===== config.mk =====
export PLATFORM = sky130hd
export DESIGN_NAME = ealu_datapath
export DESIGN_NICKNAME = d
export VERILOG_FILES = /design/src/ealu_flag_reg.v /design/src/ealu_datapath.v
export VERILOG_INCLUDE_DIRS = /design/src /design/src/src
export SDC_FILE = /design/constraint.sdc
export NUM_CORES = 1
export LEC_CHECK = 0
export ABC_AREA = 1
export ABC_CLOCK_PERIOD_IN_PS = 9600
export BUFFER_PORTS_ARGS = -buffer_cell sky130_fd_sc_hd__buf_4
export CAP_MARGIN = 30
export CELL_PAD_IN_SITES_DETAIL_PLACEMENT = 1
export CELL_PAD_IN_SITES_GLOBAL_PLACEMENT = 1
export CORE_ASPECT_RATIO = 2
export CORE_UTILIZATION = 40
export DETAILED_ROUTE_END_ITERATION = 10
export PLACE_DENSITY_LB_ADDON = 0.15
export SLEW_MARGIN = 5
export SYNTH_ARGS = -nofsm -noshare
export SYNTH_HDL_FRONTEND = slang
export SYNTH_SLANG_ARGS = --single-unit

===== constraint.sdc =====
create_clock -name core_clk -period 9.6 [get_ports core_clk]
set_input_delay 0.48 -clock core_clk [delete_from_list [all_inputs] [get_ports core_clk]]
set_output_delay 0.48 -clock core_clk [all_outputs]
set_load 0.1 [all_outputs]

===== src/ealu_defines.vh =====
// Constants for the 8-bit execution datapath: opcodes, flag positions, cycle counts.
// Assumes the decoder drives opcode codes below on the operation port.
`ifndef EALU_DEFINES_VH
`define EALU_DEFINES_VH
// Operation codes
`define EALU_OP_ADD 5'h00
`define EALU_OP_ADC 5'h01
`define EALU_OP_WORD_ADD_IMMEDIATE 5'h02
`define EALU_OP_SUB 5'h03
`define EALU_OP_SBC 5'h04
`define EALU_OP_WORD_SUBTRACT_IMMEDIATE 5'h05
`define EALU_OP_AND 5'h06
`define EALU_OP_OR 5'h07
`define EALU_OP_EOR 5'h08
`define EALU_OP_COM 5'h09
`define EALU_OP_NEG 5'h0a
`define EALU_OP_CLRB 5'h0b
`define EALU_OP_INC 5'h0c
`define EALU_OP_DEC 5'h0d
`define EALU_OP_TST 5'h0e
`define EALU_OP_CLR 5'h0f
`define EALU_OP_SER 5'h10
`define EALU_OP_MUL 5'h11
`define EALU_OP_MULS 5'h12
`define EALU_OP_MIXED_SIGN_MULTIPLY 5'h13
`define EALU_OP_FMUL 5'h14
`define EALU_OP_FMULS 5'h15
`define EALU_OP_FRACTIONAL_MIXED_MULTIPLY 5'h16
`define EALU_OP_INDIRECT_JUMP 5'h17
`define EALU_OP_INDIRECT_SUBROUTINE_CALL 5'h18
// Flag bit positions in the status byte
`define EALU_FLG_C 0
`define EALU_FLG_Z 1
`define EALU_FLG_N 2
`define EALU_FLG_V 3
`define EALU_FLG_S 4
`define EALU_FLG_H 5
// Cycle counts
`define EALU_CYC_WORD 2'h2
`define EALU_CYC_MUL 2'h2
`define EALU_CYC_CALL 2'h3
`define EALU_STATUS_RST 8'h00
`define EALU_ALL_ONES 8'hff
`endif


===== src/ealu_flag_reg.v =====
// Status flag register with per-bit write enables.
// Assumes one clock and a synchronous active-high reset.
`timescale 1ns/100ps
`include "ealu_defines.vh"
module ealu_flag_reg (
  // Clock and reset
  input wire core_clk,
  input wire reset,
  // Update
  input wire [7:0] flagMask,
  input wire [7:0] flagNew,
  // State
  output wire [7:0] flags
);
  reg [7:0] flags_ff;
  genvar i;
  assign flags = flags_ff;
  // Only masked bits change
  generate
    for (i = 0; i < 8; i = i + 1) begin : gBit
      always @(posedge core_clk) begin
        if (reset)
          flags_ff[i] <= 1'b0;
        else if (flagMask[i])
          flags_ff[i] <= flagNew[i];
      end
    end
  endgenerate
endmodule // ealu_flag_reg


===== src/ealu_datapath.v =====
// Execution datapath: byte/word arithmetic, logic, multiplies, indirect jumps.
// Assumes the decoder holds opcode and operands steady until opDone, and
// that the register file writes back dstValue/productValue/pairValue.
//
// Behaviour
// (RL1) Add with carry, five flags, one cycle
// (RL2) Word add immediate, five flags, two cycles
// (RL3) Subtract constant, five flags, one cycle
// (RL4) Subtract register with borrow, one cycle
// (RL5) Subtract constant with borrow, one cycle
// (RL6) Word subtract immediate, two cycles
// (RL7) AND register or constant, Z N V
// (RL8) OR register or constant, Z N V
// (RL9) Masked bit set ORs mask in
// (RL10) Masked bit clear ANDs inverted mask
// (RL11) Test ANDs register with itself, unchanged
// (RL12) Multiplies into product pair, Z C, two
// (RL13) Fractional multiplies shift product left one
// (RL14) Indirect jump loads PC from pointer
// (RL15) Indirect call loads PC, three cycles
// (RL16) Unlisted flags keep their value
// (RL17) Other byte ops write result, one cycle
`timescale 1ns/100ps
`include "ealu_defines.vh"
module ealu_datapath (
  // Clock and reset
  input wire core_clk,
  input wire reset,
  // Request from decoder
  input wire opStart,
  input wire [4:0] opCode,
  input wire [7:0] dstOperand,
  input wire [7:0] srcOperand,
  input wire [15:0] pairOperand,
  input wire [15:0] pointerPair,
  // Results
  output wire opBusy,
  output reg opDone,
  output reg [7:0] dstValue,
  output reg dstWrite,
  output reg [15:0] pairValue,
  output reg pairWrite,
  output reg [15:0] productValue,
  output reg productWrite,
  output reg [15:0] pcValue,
  output reg pcLoad,
  output reg callPush,
  output wire [7:0] statusFlags
);
  localparam ST_IDLE = 1'b0;
  localparam ST_WAIT = 1'b1;
  reg state_ff;
  reg nxt_state;
  reg [1:0] cnt_ff;
  reg [1:0] nxt_cnt;
  reg [4:0] op_ff;
  reg [7:0] resB;
  reg [15:0] resW;
  reg [15:0] prod;
  reg [7:0] fNew;
  reg [7:0] fMask;
  reg writeB;
  reg [1:0] cycles;
  reg [8:0] sum9;
  reg [4:0] half;
  reg [16:0] sum17;
  reg signed [17:0] mulS;
  reg carryIn;
  wire [7:0] flags;
  wire flagLoad;

  assign opBusy = (state_ff == ST_WAIT);
  assign flagLoad = opStart && !opBusy;

  // Flag storage, only masked bits updated [RL16]
  ealu_flag_reg uFlags (
    .core_clk(core_clk),
    .reset(reset),
    .flagMask(flagLoad ? fMask : 8'h00),
    .flagNew(fNew),
    .flags(flags)
  );
  assign statusFlags = flags;

  // Combinational operation decode and compute
  always @* begin
    resB = 8'h00;
    resW = 16'h0000;
    prod = 16'h0000;
    fNew = 8'h00;
    fMask = 8'h00;
    writeB = 1'b0;
    cycles = 2'h1;
    sum9 = 9'h000;
    half = 5'h00;
    sum17 = 17'h00000;
    mulS = 18'sh00000;
    carryIn = flags[`EALU_FLG_C];
    case (opCode)
      `EALU_OP_ADD, `EALU_OP_ADC: begin
        // Carry only on the with-carry form [RL1]
        if (opCode == `EALU_OP_ADD)
          carryIn = 1'b0;
        sum9 = {1'b0, dstOperand} + {1'b0, srcOperand} + {8'h00, carryIn};
        half = {1'b0, dstOperand[3:0]} + {1'b0, srcOperand[3:0]} + {4'h0, carryIn};
        resB = sum9[7:0];
        writeB = 1'b1;
        fMask = 8'h2f;
        fNew[`EALU_FLG_C] = sum9[8]; // [RL1]
        fNew[`EALU_FLG_H] = half[4];
        fNew[`EALU_FLG_V] = (dstOperand[7] == srcOperand[7]) && (resB[7] != dstOperand[7]);
      end
      `EALU_OP_SUB, `EALU_OP_SBC, `EALU_OP_NEG: begin
        // Register or constant subtrahend on srcOperand [RL3] [RL4] [RL5]
        if (opCode != `EALU_OP_SBC)
          carryIn = 1'b0;
        if (opCode == `EALU_OP_NEG) begin
          sum9 = 9'h000 - {1'b0, dstOperand};
          half = 5'h00 - {1'b0, dstOperand[3:0]};
          resB = sum9[7:0];
          fNew[`EALU_FLG_V] = (resB == 8'h80);
        end else begin
          sum9 = {1'b0, dstOperand} - {1'b0, srcOperand} - {8'h00, carryIn};
          half = {1'b0, dstOperand[3:0]} - {1'b0, srcOperand[3:0]} - {4'h0, carryIn};
          resB = sum9[7:0];
          fNew[`EALU_FLG_V] = (dstOperand[7] != srcOperand[7]) && (resB[7] != dstOperand[7]);
        end
        writeB = 1'b1;
        fMask = 8'h2f;
        fNew[`EALU_FLG_C] = sum9[8];
        fNew[`EALU_FLG_H] = half[4];
      end
      `EALU_OP_WORD_ADD_IMMEDIATE, `EALU_OP_WORD_SUBTRACT_IMMEDIATE: begin
        // Word op on the pair, result after two cycles [RL2] [RL6]
        if (opCode == `EALU_OP_WORD_ADD_IMMEDIATE)
          sum17 = {1'b0, pairOperand} + {9'h000, srcOperand};
        else
          sum17 = {1'b0, pairOperand} - {9'h000, srcOperand};
        resW = sum17[15:0];
        cycles = `EALU_CYC_WORD;
        fMask = 8'h1f;
        fNew[`EALU_FLG_C] = sum17[16];
        fNew[`EALU_FLG_Z] = (resW == 16'h0000);
        fNew[`EALU_FLG_N] = resW[15];
        if (opCode == `EALU_OP_WORD_ADD_IMMEDIATE)
          fNew[`EALU_FLG_V] = !pairOperand[15] && resW[15];
        else
          fNew[`EALU_FLG_V] = pairOperand[15] && !resW[15];
        fNew[`EALU_FLG_S] = fNew[`EALU_FLG_N] ^ fNew[`EALU_FLG_V];
      end
      `EALU_OP_AND, `EALU_OP_OR, `EALU_OP_EOR, `EALU_OP_CLRB, `EALU_OP_TST,
      `EALU_OP_CLR, `EALU_OP_INC, `EALU_OP_DEC, `EALU_OP_COM: begin
        // Logic and unary ops: Z N V (COM also sets C), V cleared for pure logic
        case (opCode)
          `EALU_OP_AND: resB = dstOperand & srcOperand; // [RL7] [RL9 shares OR]
          `EALU_OP_OR: resB = dstOperand | srcOperand; // [RL8] [RL9]
          `EALU_OP_EOR: resB = dstOperand ^ srcOperand; // [RL17]
          `EALU_OP_CLRB: resB = dstOperand & (`EALU_ALL_ONES - srcOperand); // [RL10]
          `EALU_OP_TST: resB = dstOperand & dstOperand; // [RL11]
          `EALU_OP_CLR: resB = 8'h00; // [RL17]
          `EALU_OP_INC: resB = dstOperand + 8'h01; // [RL17]
          `EALU_OP_DEC: resB = dstOperand - 8'h01; // [RL17]
          default: resB = `EALU_ALL_ONES - dstOperand; // [RL17]
        endcase
        writeB = (opCode != `EALU_OP_TST); // [RL11]
        fMask = (opCode == `EALU_OP_COM) ? 8'h0f : 8'h0e;
        fNew[`EALU_FLG_C] = 1'b1;
        if (opCode == `EALU_OP_INC)
          fNew[`EALU_FLG_V] = (dstOperand == 8'h7f);
        else if (opCode == `EALU_OP_DEC)
          fNew[`EALU_FLG_V] = (dstOperand == 8'h80);
      end
      `EALU_OP_SER: begin
        resB = `EALU_ALL_ONES; // [RL17]
        writeB = 1'b1;
      end
      `EALU_OP_MUL, `EALU_OP_MULS, `EALU_OP_MIXED_SIGN_MULTIPLY,
      `EALU_OP_FMUL, `EALU_OP_FMULS, `EALU_OP_FRACTIONAL_MIXED_MULTIPLY: begin
        // Signedness selected per operand [RL12]
        case (opCode)
          `EALU_OP_MUL, `EALU_OP_FMUL:
            mulS = $signed({1'b0, dstOperand}) * $signed({1'b0, srcOperand});
          `EALU_OP_MULS, `EALU_OP_FMULS:
            mulS = $signed({dstOperand[7], dstOperand}) * $signed({srcOperand[7], srcOperand});
          default:
            mulS = $signed({dstOperand[7], dstOperand}) * $signed({1'b0, srcOperand});
        endcase
        fMask = 8'h03;
        fNew[`EALU_FLG_C] = mulS[15];
        if (opCode == `EALU_OP_FMUL || opCode == `EALU_OP_FMULS || opCode == `EALU_OP_FRACTIONAL_MIXED_MULTIPLY)
          prod = {mulS[14:0], 1'b0}; // [RL13]
        else
          prod = mulS[15:0]; // [RL12]
        cycles = `EALU_CYC_MUL;
      end
      `EALU_OP_INDIRECT_JUMP: cycles = `EALU_CYC_WORD; // [RL14]
      `EALU_OP_INDIRECT_SUBROUTINE_CALL: cycles = `EALU_CYC_CALL; // [RL15]
      default: cycles = 2'h1;
    endcase
    if (fMask != 8'h03 && !(fMask[`EALU_FLG_S]))
      fNew[`EALU_FLG_Z] = (resB == 8'h00);
    else if (fMask == 8'h03)
      fNew[`EALU_FLG_Z] = (prod == 16'h0000);
    if (fMask[`EALU_FLG_N] && !fMask[`EALU_FLG_S])
      fNew[`EALU_FLG_N] = resB[7];
  end

  // Sequencer: count remaining cycles of multi-cycle ops
  always @* begin
    nxt_state = state_ff;
    nxt_cnt = cnt_ff;
    case (state_ff)
      ST_IDLE: begin
        if (flagLoad && cycles != 2'h1) begin
          nxt_state = ST_WAIT;
          nxt_cnt = cycles - 2'h1; // [RL2] [RL15]
        end
      end
      ST_WAIT: begin
        nxt_cnt = cnt_ff - 2'h1;
        if (cnt_ff == 2'h1)
          nxt_state = ST_IDLE;
      end
      default: nxt_state = ST_IDLE;
    endcase
  end

  // Registered results, captured when the request is accepted; write strobes pulse at completion
  always @(posedge core_clk) begin
    if (reset) begin
      state_ff <= ST_IDLE;
      cnt_ff <= 2'h0;
      op_ff <= 5'h00;
      opDone <= 1'b0;
      dstValue <= 8'h00;
      dstWrite <= 1'b0;
      pairValue <= 16'h0000;
      pairWrite <= 1'b0;
      productValue <= 16'h0000;
      productWrite <= 1'b0;
      pcValue <= 16'h0000;
      pcLoad <= 1'b0;
      callPush <= 1'b0;
    end else begin
      state_ff <= nxt_state;
      cnt_ff <= nxt_cnt;
      opDone <= 1'b0;
      dstWrite <= 1'b0;
      pairWrite <= 1'b0;
      productWrite <= 1'b0;
      pcLoad <= 1'b0;
      callPush <= 1'b0;
      if (flagLoad) begin
        op_ff <= opCode;
        dstValue <= resB;
        pairValue <= resW;
        productValue <= prod;
        pcValue <= pointerPair; // [RL14] [RL15]
        if (cycles == 2'h1) begin
          opDone <= 1'b1;
          dstWrite <= writeB; // [RL17]
        end
      end else if (opBusy && cnt_ff == 2'h1) begin
        opDone <= 1'b1;
        pairWrite <= (op_ff == `EALU_OP_WORD_ADD_IMMEDIATE) || (op_ff == `EALU_OP_WORD_SUBTRACT_IMMEDIATE);
        productWrite <= (op_ff >= `EALU_OP_MUL) && (op_ff <= `EALU_OP_FRACTIONAL_MIXED_MULTIPLY);
        pcLoad <= (op_ff == `EALU_OP_INDIRECT_JUMP) || (op_ff == `EALU_OP_INDIRECT_SUBROUTINE_CALL);
        callPush <= (op_ff == `EALU_OP_INDIRECT_SUBROUTINE_CALL);
      end
    end
  end
endmodule // ealu_datapath


# Word level (Yosys, flattened, before mapping)
# Cells that the tools add are included.
dict set report totals {
  ff_bits 76
  latchBits 0
  ramBits 0
  mem_bits_ro 0
  inputBits 56
  out_inout_bits 71
  memories 0
}
dict set report op_classes {
  addsub 18
  n_mul 3
  div 0
  magnitude_cmp 2
  eq_ne 43
  shift 0
  n_mux 41
  bitwise_logic 10
  reduce_logical 34
}
# op count
set op_table {}
lappend op_table {{8-bit one-hot mux with 8 select lines} 1}
lappend op_table {{5-bit == test (second input constant)} 11}
lappend op_table {{16-bit two-way mux} 3}
lappend op_table {{5-bit by 4-bit == test with 1-bit output (second input constant)} 8}
lappend op_table {{17-bit two-way mux} 2}
lappend op_table {{16-bit zero test} 2}
lappend op_table {{8-bit by 8-bit multiplier with 16-bit output} 2}
lappend op_table {{16-bit one-hot mux with 2 select lines} 1}
lappend op_table {{8-bit one-hot mux with 4 select lines} 1}
lappend op_table {{5-bit by 3-bit == test with 1-bit output (second input constant)} 5}
lappend op_table {{8-bit AND} 3}
lappend op_table {{6-bit one-hot mux with 4 select lines} 1}
lappend op_table {{1-bit two-way mux} 19}
lappend op_table {{9-bit OR reduction} 2}
lappend op_table {{16-bit by 8-bit adder with 17-bit output} 1}
lappend op_table {{16-bit by 8-bit subtractor with 17-bit output} 1}
lappend op_table {{8-bit == test (second input constant)} 2}
lappend op_table {{8-bit by 9-bit multiplier with 16-bit output} 1}
lappend op_table {{8-bit subtractor (first input constant)} 2}
lappend op_table {{5-bit by 2-bit == test with 1-bit output (second input constant)} 3}
lappend op_table {{6-bit OR reduction} 2}
lappend op_table {{1-bit logical AND} 10}
lappend op_table {{8-bit by 8-bit adder with 9-bit output} 1}
lappend op_table {{9-bit by 1-bit adder with 9-bit output} 1}
lappend op_table {{44 further kinds} 66}

# Logic depth before layout (Yosys ltp)
# Gate-level depths: netlist (run 1).
dict set report logic_depth {
  depth_word 9
  ltp_mapped 31
  depth_no_buf 29
}

# Modules after synthesis
# A second synthesis (run 1) with hierarchy kept.
dict set report unflattened {
  cells_unflattened 2037
  hier_area_um2 13342.8
}
# mod instances cells_each area_each_um2 seq_area_each_um2
set modules_own_cells {}
lappend modules_own_cells {ealu_datapath 1 1988 13028.7 1401.3}
lappend modules_own_cells {ealu_flag_reg 1 49 314.1 160.2}

# Least setup slack after synthesis (run 1)
# OpenSTA, ideal clock, no wires.
dict set report synth_path {
  path_kind {input port to flip-flop}
  startpoint {input dstOperand[7]}
  endpoint {register uFlags.flags_ff[1] (netlist: uFlags.flags[1])}
  t_arrival_ns 4.744
  slack_ns 4.747
  path_stages 27
  path_buffers 2
  path_cell_list {buf_2 > clkbuf_1 > nand2_1 > inv_1 > fa_1 > inv_1 > fa_1 > inv_1 > fa_1 > inv_1 > fa_1 > inv_1 > ha_1 > inv_1 > o21ai_0 > a21oi_1 > nand3_1 > nand2_1 > nand3_1 > nand3_1 > nand2_1 > a21oi_1 > nand2_1 > nand4_1 > nand3_1 > nand2_1 > inv_1}
}
dict set report synth_between {
  elab_chain_cells 7
  elab_cells_between_ends 26
  cone_classes {add/sub: 8; mul: 3; mux: 8; bitwise: 5; reduce/logical: 2}
}
# element line_no
set synth_rtl {}
lappend synth_rtl {{start: declaration} ealu_datapath.v:32} ;# input wire [7:0] dstOperand,
lappend synth_rtl {{8-bit by 9-bit multiplier with 16-bit output, or another cell as far along} ealu_datapath.v:186} ;# mulS = $signed({dstOperand[7], dstOperand}) * $signed({1'b0, srcOperand});
lappend synth_rtl {{16-bit one-hot mux with 2 select lines} ealu_datapath.v:180} ;# case (opCode)
lappend synth_rtl {{16-bit two-way mux} ealu_datapath.v:190} ;# if (opCode == `EALU_OP_FMUL || opCode == `EALU_OP_FMULS || opCode == `EALU_OP_FRACTIONAL_MIXED_MULTIPLY)
lappend synth_rtl {{16-bit two-way mux} ealu_datapath.v:99} ;# case (opCode)
lappend synth_rtl {{16-bit zero test} ealu_datapath.v:203} ;# fNew[`EALU_FLG_Z] = (prod == 16'h0000);
lappend synth_rtl {{1-bit two-way mux} ealu_datapath.v:202} ;# else if (fMask == 8'h03)
lappend synth_rtl {{1-bit two-way mux *} ealu_datapath.v:200} ;# if (fMask != 8'h03 && !(fMask[`EALU_FLG_S]))
lappend synth_rtl {{end signal: indexed assignment} ealu_flag_reg.v:25} ;# flags_ff[i] <= flagNew[i];
lappend synth_rtl {{end: declaration} ealu_flag_reg.v:15} ;# reg [7:0] flags_ff;
# Every way passes the cells marked *; elsewhere a longest branch is shown, timed or not.
# A chain may end at the register's enable or synchronous reset.

# Worst setup path after layout (run 1)
dict set report layout_path {
  startpoint {input srcOperand[7]}
  endpoint {register uFlags.flags_ff[1] (netlist: uFlags.flags[1])}
}
dict set report layout_between {
  elab_chain_cells 7
  elab_cells_between_ends 28
  cone_classes {add/sub: 7; mul: 3; mux: 11; bitwise: 4; reduce/logical: 3}
}
# element line_no
set layout_rtl {}
lappend layout_rtl {{start: declaration} ealu_datapath.v:33} ;# input wire [7:0] srcOperand,
lappend layout_rtl {{8-bit by 9-bit multiplier with 16-bit output, or another cell as far along} ealu_datapath.v:186}
lappend layout_rtl {{16-bit one-hot mux with 2 select lines / 17-bit two-way mux (equally long branches)} {ealu_datapath.v:180, ealu_datapath.v:135}}
lappend layout_rtl {{16-bit two-way mux / 17-bit two-way mux (equally long branches)} {ealu_datapath.v:190, ealu_datapath.v:99}}
lappend layout_rtl {{16-bit two-way mux / 16-bit zero test (equally long branches)} {ealu_datapath.v:99, ealu_datapath.v:143}}
lappend layout_rtl {{16-bit zero test / 2-bit two-way mux (equally long branches)} {ealu_datapath.v:203, ealu_datapath.v:99}}
lappend layout_rtl {{1-bit two-way mux} ealu_datapath.v:202}
lappend layout_rtl {{1-bit two-way mux *} ealu_datapath.v:200}
# Every way passes the cells marked *; elsewhere a longest branch is shown, timed or not. The select of a mux whose other input is x is not followed.

==> results by group, run 1 <==
Synthesis
  • Synth top cells by count: 419 x inv_1, 410 x nand2_1, 163 x nor2_1
  • Library cells used by synthesis: 52
  • Synthesized area per cell: 6.74 sq um
  • Synth area leaders: fa_1 19%, ha_1 14%, inv_1 12%
  • Number of synthesized flops with an enable pin: 0
  • Yosys top cell area share: 0.191
  • Area leader, netlist: fa_1
  • Seq/Total Area, Yosys: 0.115
  • Post-synthesis sequential element count: 76
  • Asr flop ratio synth: 0
  • Count leader, synth: inv_1
  • Synthesized cell area: ~0.013 sq mm
  • Synth warn: 0
  • Post-Synthesis Cells: 1,955
  • Main flop type after synthesis: dfxtp_1

Routing
  • # DRC: 0
  • DR vias: 13.4k
  • Vias per std cell: 5.40
  • 1st-pass router iterations: 5
  • Mean routed wirelength per cell: 21.1 um
  • Initial drt markers: between 300 and 400
  • Antenna-violating nets left: 0
  • Final WL: 52,300 um

Placement
  • Port buffer count: 124
  • Gp weighted congestion: ~0.93
  • Placed Instances: 2,462
  • Post-DP Area: 0.0144 sq mm
  • DPL Wire Length: between 40,000 and 50,000 um
  • Setup slack at placement: 3.82 ns

Setup path
  • RR Startpoint: uFlags.flags[0]
  • CP startpoint: srcOperand[7]
  • R2r endpoint: uFlags.flags[1]
  • End point of the critical path: uFlags.flags[1]
  • Crit path max fanout: 15
  • R2r setup slk: around 6.3 ns
  • Reg2Reg Depth: 19
  • Worst EP arrival: 5.72 ns
  • Worst Path Required: 9.90 ns
  • Type of origin of the critical path: input pin
  • Critical path type: input pin to flip-flop
  • Crit path capture type: flip-flop

Floorplanning
  • Die Footprint: ~0.034 sq mm
  • I/O pin count: ~130
  • Die height: 259 um
  • DIE WIDTH: 130 um
  • Cell row count: 93
  • Initial Util: 0.408
  • CORE AREA: 0.0323 sq mm

Cells and area
  • Post-route cell area: 0.0147 sq mm
  • ANT cells: 0
  • Fin nets: 2,380
  • Final std cells w/o fill: 2,478
  • Area grow syn2layout: 11.7%
  • Layout cell share with drive strength beyond 1: 0.0980
  • Post-layout util: 0.455

Clocking
  • Clk pin slew, worst setup/hold paths: 0.07 ns
  • Clock buffer count from CTS: 9
  • CTS tree: done
  • Cts hold-fix bufs: 0
  • Clock Sinks: 76
  • Post-cts sizing count: 0
  • CTS root buf: clkbuf_16
  • Post-CTS Setup Bufs: 0
  • H-tree depth: 3
  • Clock Tree Buf Depth: 2
  • Worst-Skew Late Latency: between 0.3 and 0.4 ns

Power and ir drop
  • Worst VDD drop: around 140 uV
  • Tot Pwr: around 2.7 mW
  • Pwr per Cell Area: 185 mW/mm^2
  • Static Leak: 8.09 nW

STA
  • Setup ws final: 4.18 ns
  • Unrepaired setup endpoints after global routing: no
  • Final Hold Fails: 0
  • Setup violations, final: 0
  • Worst Max-Slew Pin Slew: 0.833 ns
  • Number of max-slew violations in the final report: 0
  • Hold WS: 0.386 ns
  • Clock skew: 0.0130 ns
  • Final worst-path cycle share: 0.565
  • Setup Total Neg Slack: 0 ns
  • Relative slew slack: 0.440
  • Fmax: approximately 180 MHz
  • Fin crit period: 5.42 ns

Worst hold path
  • Type of the worst min-delay path: input pin to flip-flop

GRT
  • Initial antenna violation count: 0
  • First-pass GRT wire length: 79,500 um
  • GRT overflow: 0
  • Largest net degree at the start of global routing: 43
  • Overall Global Routing Usage: 0.318
  • Vias in the first global route: 14.6k

Job
  • Max Cap Viol: 0

Outcome
  • Status: finished clean
-- report_power, final --
part / leakage [nW] / switching (mW) / internal (mW) / total [mW]
clock network: 0.135 / 0.149 / 0.179 / 0.328
logic: 7.33 / 1.39 / 0.656 / 2.05
registers: 0.624 / 0.0141 / 0.337 / 0.351
-- worst min-delay path by stage --
stage / startpoint / to / slack (ns) / cells past startpoint
floorplan: op_ff[4] / pairWrite / 0.42 / 1
global placement: op_ff[4] / pairWrite / 0.44 / 1
detailed placement: op_ff[4] / pairWrite / 0.45 / 1
CTS: pointerPair[15] / pcValue[15] / 0.38 / 3
global route: pointerPair[6] / pcValue[6] / 0.39 / 3
finish: pointerPair[15] / pcValue[15] / 0.39 / 3
-- cells by family after synthesis --
| kind of cell | share of synthesized area |
|---|---|
| other | 0.000284 |
| AND/OR/NAND/NOR | 0.282 |
| flip-flops | 0.115 |
| adder cells (fa/ha/maj) | 0.336 |
| XOR/XNOR | 0.0219 |
| AO/OA/AOI/OAI | 0.103 |
| buffers and inverters | 0.142 |
-- worst max-delay path: stages --
cell,delay (ns)
buf_4,0.18
inv_1,0.48
nor2_1,0.11
fa_1,0.50
inv_1,0.06
fa_1,0.54
inv_1,0.06
fa_1,0.53
inv_1,0.06
fa_1,0.53
inv_1,0.09
ha_1,0.36
nand2_1,0.08
nand2_1,0.05
inv_1,0.09
nor2_1,0.07
o21ai_0,0.26
nand3_1,0.17
nand3b_1,0.19
nand3_1,0.07
nand3_1,0.09
nand2_1,0.20
nand2_1,0.08
nand2_1,0.09
nand4_1,0.10
nand3_1,0.08
nand2_1,0.07
inv_1,0.05
-- layout make-up --
| cell class | instances | area [sq um] |
|---|---|---|
| Fill cell | 4384 | 17600 |
| Multi-Input combinational cell | 1400 | 9800 |
| Inverter | 430 | 1620 |
| Sequential cell | 76 | 1520 |
| Timing Repair Buffer | 129 | 972 |
| Tap cell | 427 | 534 |
| Clock buffer | 9 | 225 |
| Clock inverter | 7 | 57.6 |
-- flip-flops by register name, summed over array words and instances (netlist names), 2 cells and up --
signal,count
pairValue,16
cnt_ff,2
pcValue,16
op_ff,5
dstValue,8
productValue,16
uFlags.flags,6
-- metal layers --
| metal | routed length (um) | vias to the layer above | global-route usage |
|---|---|---|---|
| met5 | 0 | - | 0 |
| met2 | 29800 | 332 | 0.632 |
| met1 | 16900 | 6561 | 0.287 |
| met4 | 4170 | 0 | 0.230 |
| met3 | 1410 | 177 | 0.0262 |
| li1 | - | 6314 | - |
-- placed cells by master, fill, tap and decap left out, types with 3 or more instances in the layout --
master     instances
a21boi_0           3
a21oi_1           96
a31oi_1           12
buf_4            128
clkbuf_16          9
dfxtp_1           76
fa_1             126
ha_1             152
inv_1            419
inv_2              9
inv_6              3
nand2_1          409
nand2_2            8
nand2_4            5
nand3_1          155
nand3b_1           7
nand4_1           44
nor2_1           163
nor2_2             5
nor2_4             6
nor3_1            18
o211ai_1          17
o21ai_0           82
o21ai_1            6
o21bai_1           6
o22ai_1            4
o31ai_1            3
or2_2             16
xnor2_1           13
xor2_1            20
No activity file was read; power rests on OpenSTA's default activity.
==> run 2: changes to the inputs <==
--- a/config.mk
+++ b/config.mk
@@ -7,7 +7,7 @@
 export NUM_CORES = 1
 export LEC_CHECK = 0
 export ABC_AREA = 1
-export ABC_CLOCK_PERIOD_IN_PS = 9600
+export ABC_CLOCK_PERIOD_IN_PS = 5250
 export BUFFER_PORTS_ARGS = -buffer_cell sky130_fd_sc_hd__buf_4
 export CAP_MARGIN = 30
 export CELL_PAD_IN_SITES_DETAIL_PLACEMENT = 1
==> constraint.sdc (replaced) <==
create_clock -name core_clk -period 5.25 [get_ports core_clk]
set_input_delay 0.2625 -clock core_clk [delete_from_list [all_inputs] [get_ports core_clk]]
set_output_delay 0.2625 -clock core_clk [all_outputs]
set_load 0.1 [all_outputs]
==> results by group, run 2 (synthesized netlist as in run 1, its figures left out) <==
Routing
  • # DRC: 0 (unchanged)
  • Mean routed wirelength per cell: 21.5 um (+1.8%)
  • Antenna-violating nets left: 0 (unchanged)
  • 1st-pass router iterations: 7 (+2)
  • Vias per std cell: 5.40 (about the same)
  • Initial drt markers: 450 (+19%)
  • Final WL: 53,800 um (+2.9%)
  • DR vias: 13.5k (+1.1%)

STA
  • Fin crit period: 4.84 ns
  • Fmax: 207 MHz
  • Number of max-slew violations in the final report: 0 (unchanged)
  • Final worst-path cycle share: 0.922
  • Setup Total Neg Slack: 0 ns (unchanged)
  • Worst Max-Slew Pin Slew: 0.857 ns (+0.0237 ns)
  • Unrepaired setup endpoints after global routing: no
  • Relative slew slack: 0.424 (-0.0155)
  • Final Hold Fails: 0 (unchanged)
  • Setup violations, final: 0 (unchanged)
  • Clock skew: 0.00977 ns (-0.00325 ns)

Worst hold path
  • WHS Endpoint: pcValue[2]
  • Type of the worst min-delay path: input pin to flip-flop
  • Hold path startpoint: pointerPair[2]
  • Hold depth: 3 (unchanged)

GRT
  • Largest net degree at the start of global routing: 49 (+14%)
  • First-pass GRT wire length: 82,400 um (+3.7%)
  • Overall Global Routing Usage: 0.331 (+0.0131)
  • GRT overflow: 0 (unchanged)
  • Vias in the first global route: 15.0k (+3.0%)
  • Initial antenna violation count: 0 (unchanged)

Cells and area
  • ANT cells: 0 (unchanged)
  • Area grow syn2layout: 13.5%
  • Most frequent cells in the layout: 419 x inv_1, 409 x nand2_1, 163 x nor2_1, 155 x nand3_1, 155 x buf_4
  • Fin nets: 2,408 (+1.2%)
  • Most common cell after layout, fill and taps aside: inv_1
  • Final std cells w/o fill: 2,506 (+1.1%)
  • Top flop regs: pairValue x16, pcValue x16, productValue x16
  • Filler instances: 4,363 (-0.48%)
  • Layout cell share with drive strength beyond 1: 0.110 (+0.0121)

Setup path
  • Type of origin of the critical path: input pin
  • Crit-path max cell delay: 0.57 ns (+0.03 ns)
  • Reg2Reg Depth: 19 (unchanged)
  • CP most frequent cell: nand2_1
  • Crit path max fanout: 22 (+7)
  • Worst Path Required: 5.50 ns (-4.40 ns)
  • R2r endpoint: uFlags.flags[1]
  • Worst EP arrival: 5.09 ns (-0.63 ns)
  • CP max-delay cell: fa_1
  • Crit path capture type: flip-flop
  • R2r setup slk: 1.79 ns (-4.49 ns)
  • RR Startpoint: uFlags.flags[0]
  • Critical path type: input pin to flip-flop

Floorplanning
  • CORE AREA: 0.0323 sq mm (unchanged)
  • Die height: 259 um (unchanged)
  • DIE WIDTH: 130 um (unchanged)
  • Initial Util: 0.408 (unchanged)
  • Cell row count: 93 (unchanged)
  • I/O pin count: 127 (unchanged)
  • Die Footprint: 0.0337 sq mm (unchanged)

Clocking
  • H-tree depth: 3 (unchanged)
  • CTS tree: done
  • Cts hold-fix bufs: 0 (unchanged)
  • Clock Tree Buf Depth: 2 (unchanged)
  • Clk pin slew, worst setup/hold paths: 0.07 ns (about the same)
  • Worst-Skew Late Latency: 0.35 ns (about the same)
  • Clock buffer count from CTS: 9 (unchanged)
  • CTS root buf: clkbuf_16
  • Post-cts sizing count: 0 (unchanged)
  • Clock Sinks: 76 (unchanged)
  • Post-CTS Setup Bufs: 0 (unchanged)

Power and ir drop
  • Tot Pwr: 5.07 mW (+86%)
  • Pwr per Cell Area: 339 mW/mm^2 (+83%)
  • Worst VDD drop: 200 uV (+48%)
  • Static Leak: 8.23 nW (+1.7%)

Placement
  • Placed Instances: 2,489 (+1.1%)
  • DPL Wire Length: 46,100 um (+2.2%)
  • Gp weighted congestion: 0.966 (+3.6%)
  • Port buffer count: 124 (unchanged)

Outcome
  • Status: finished clean

Job
  • Max Cap Viol: 0 (unchanged)
## run 2: cell count changes in the layout (fill, tap and decap cells not counted), sizes merged
| cell | before | now |
|---|---|---|
| bufinv | 0 | 1 |
| buf | 129 | 156 |
| clkinv | 2 | 3 |
| inv | 433 | 430 |
| clkbuf | 9 | 11 |
## run 2: stage by stage
stage	setup WS, ns	instance area, sq um	hold slack (ns)	util
finish	0.410	15000	0.167	0.463
global route	0.0665	15000	0.184	0.463
CTS	0.398	14900	0.163	0.462
detailed placement	0.0403	14700	0.459	0.453
global placement	0.0345	14600	0.433	0.452
floorplan	0.614	13200	0.420	-
## run 2: area by class of cell
| class | instances | area, sq um | area share |
|---|---|---|---|
| Multi-Input combinational cell | 1400 | 9800 | 0.655 |
| Inverter | 430 | 1620 | 0.108 |
| Sequential cell | 76 | 1520 | 0.102 |
| Timing Repair Buffer | 157 | 1190 | 0.0796 |
| Tap cell | 427 | 534 | 0.0357 |
| Clock buffer | 10 | 229 | 0.0153 |
| Clock inverter | 6 | 63.8 | 0.00426 |
## run 2: worst max-delay path: cells and delay by family
kind / cells / cell delay [ns]
adders and majority gates: 5 / 2.42
buffers and inverters: 8 / 0.79
and+or+nand+nor: 17 / 1.60
## run 2: worst max path at each step
| stage | from | end | slack, ns |
|---|---|---|---|
| 2_1_floorplan | dstOperand[7] | uFlags.flags[1] | 0.61 |
| 3_5_place_dp | dstOperand[7] | uFlags.flags[1] | 0.04 |
| 5_1_grt | dstOperand[7] | uFlags.flags[1] | 0.07 |
| 3_3_place_gp | dstOperand[7] | uFlags.flags[1] | 0.03 |
| 4_1_cts | dstOperand[7] | uFlags.flags[1] | 0.40 |
| 6_report | dstOperand[7] | uFlags.flags[1] | 0.41 |
## run 2: metal layers
metal	vias up	routed length, um	track usage
met5	-	0	0
met2	364	29500	0.631
li1	6379	-	-
met4	0	5320	0.290
met3	199	1830	0.0407
met1	6586	17200	0.294
## run 2: where the power goes
group | switching, mW | total, mW | internal, mW
Combinational | 2.57 | 3.80 | 1.23
Clock | 0.260 | 0.628 | 0.368
Sequential | 0.0250 | 0.642 | 0.617
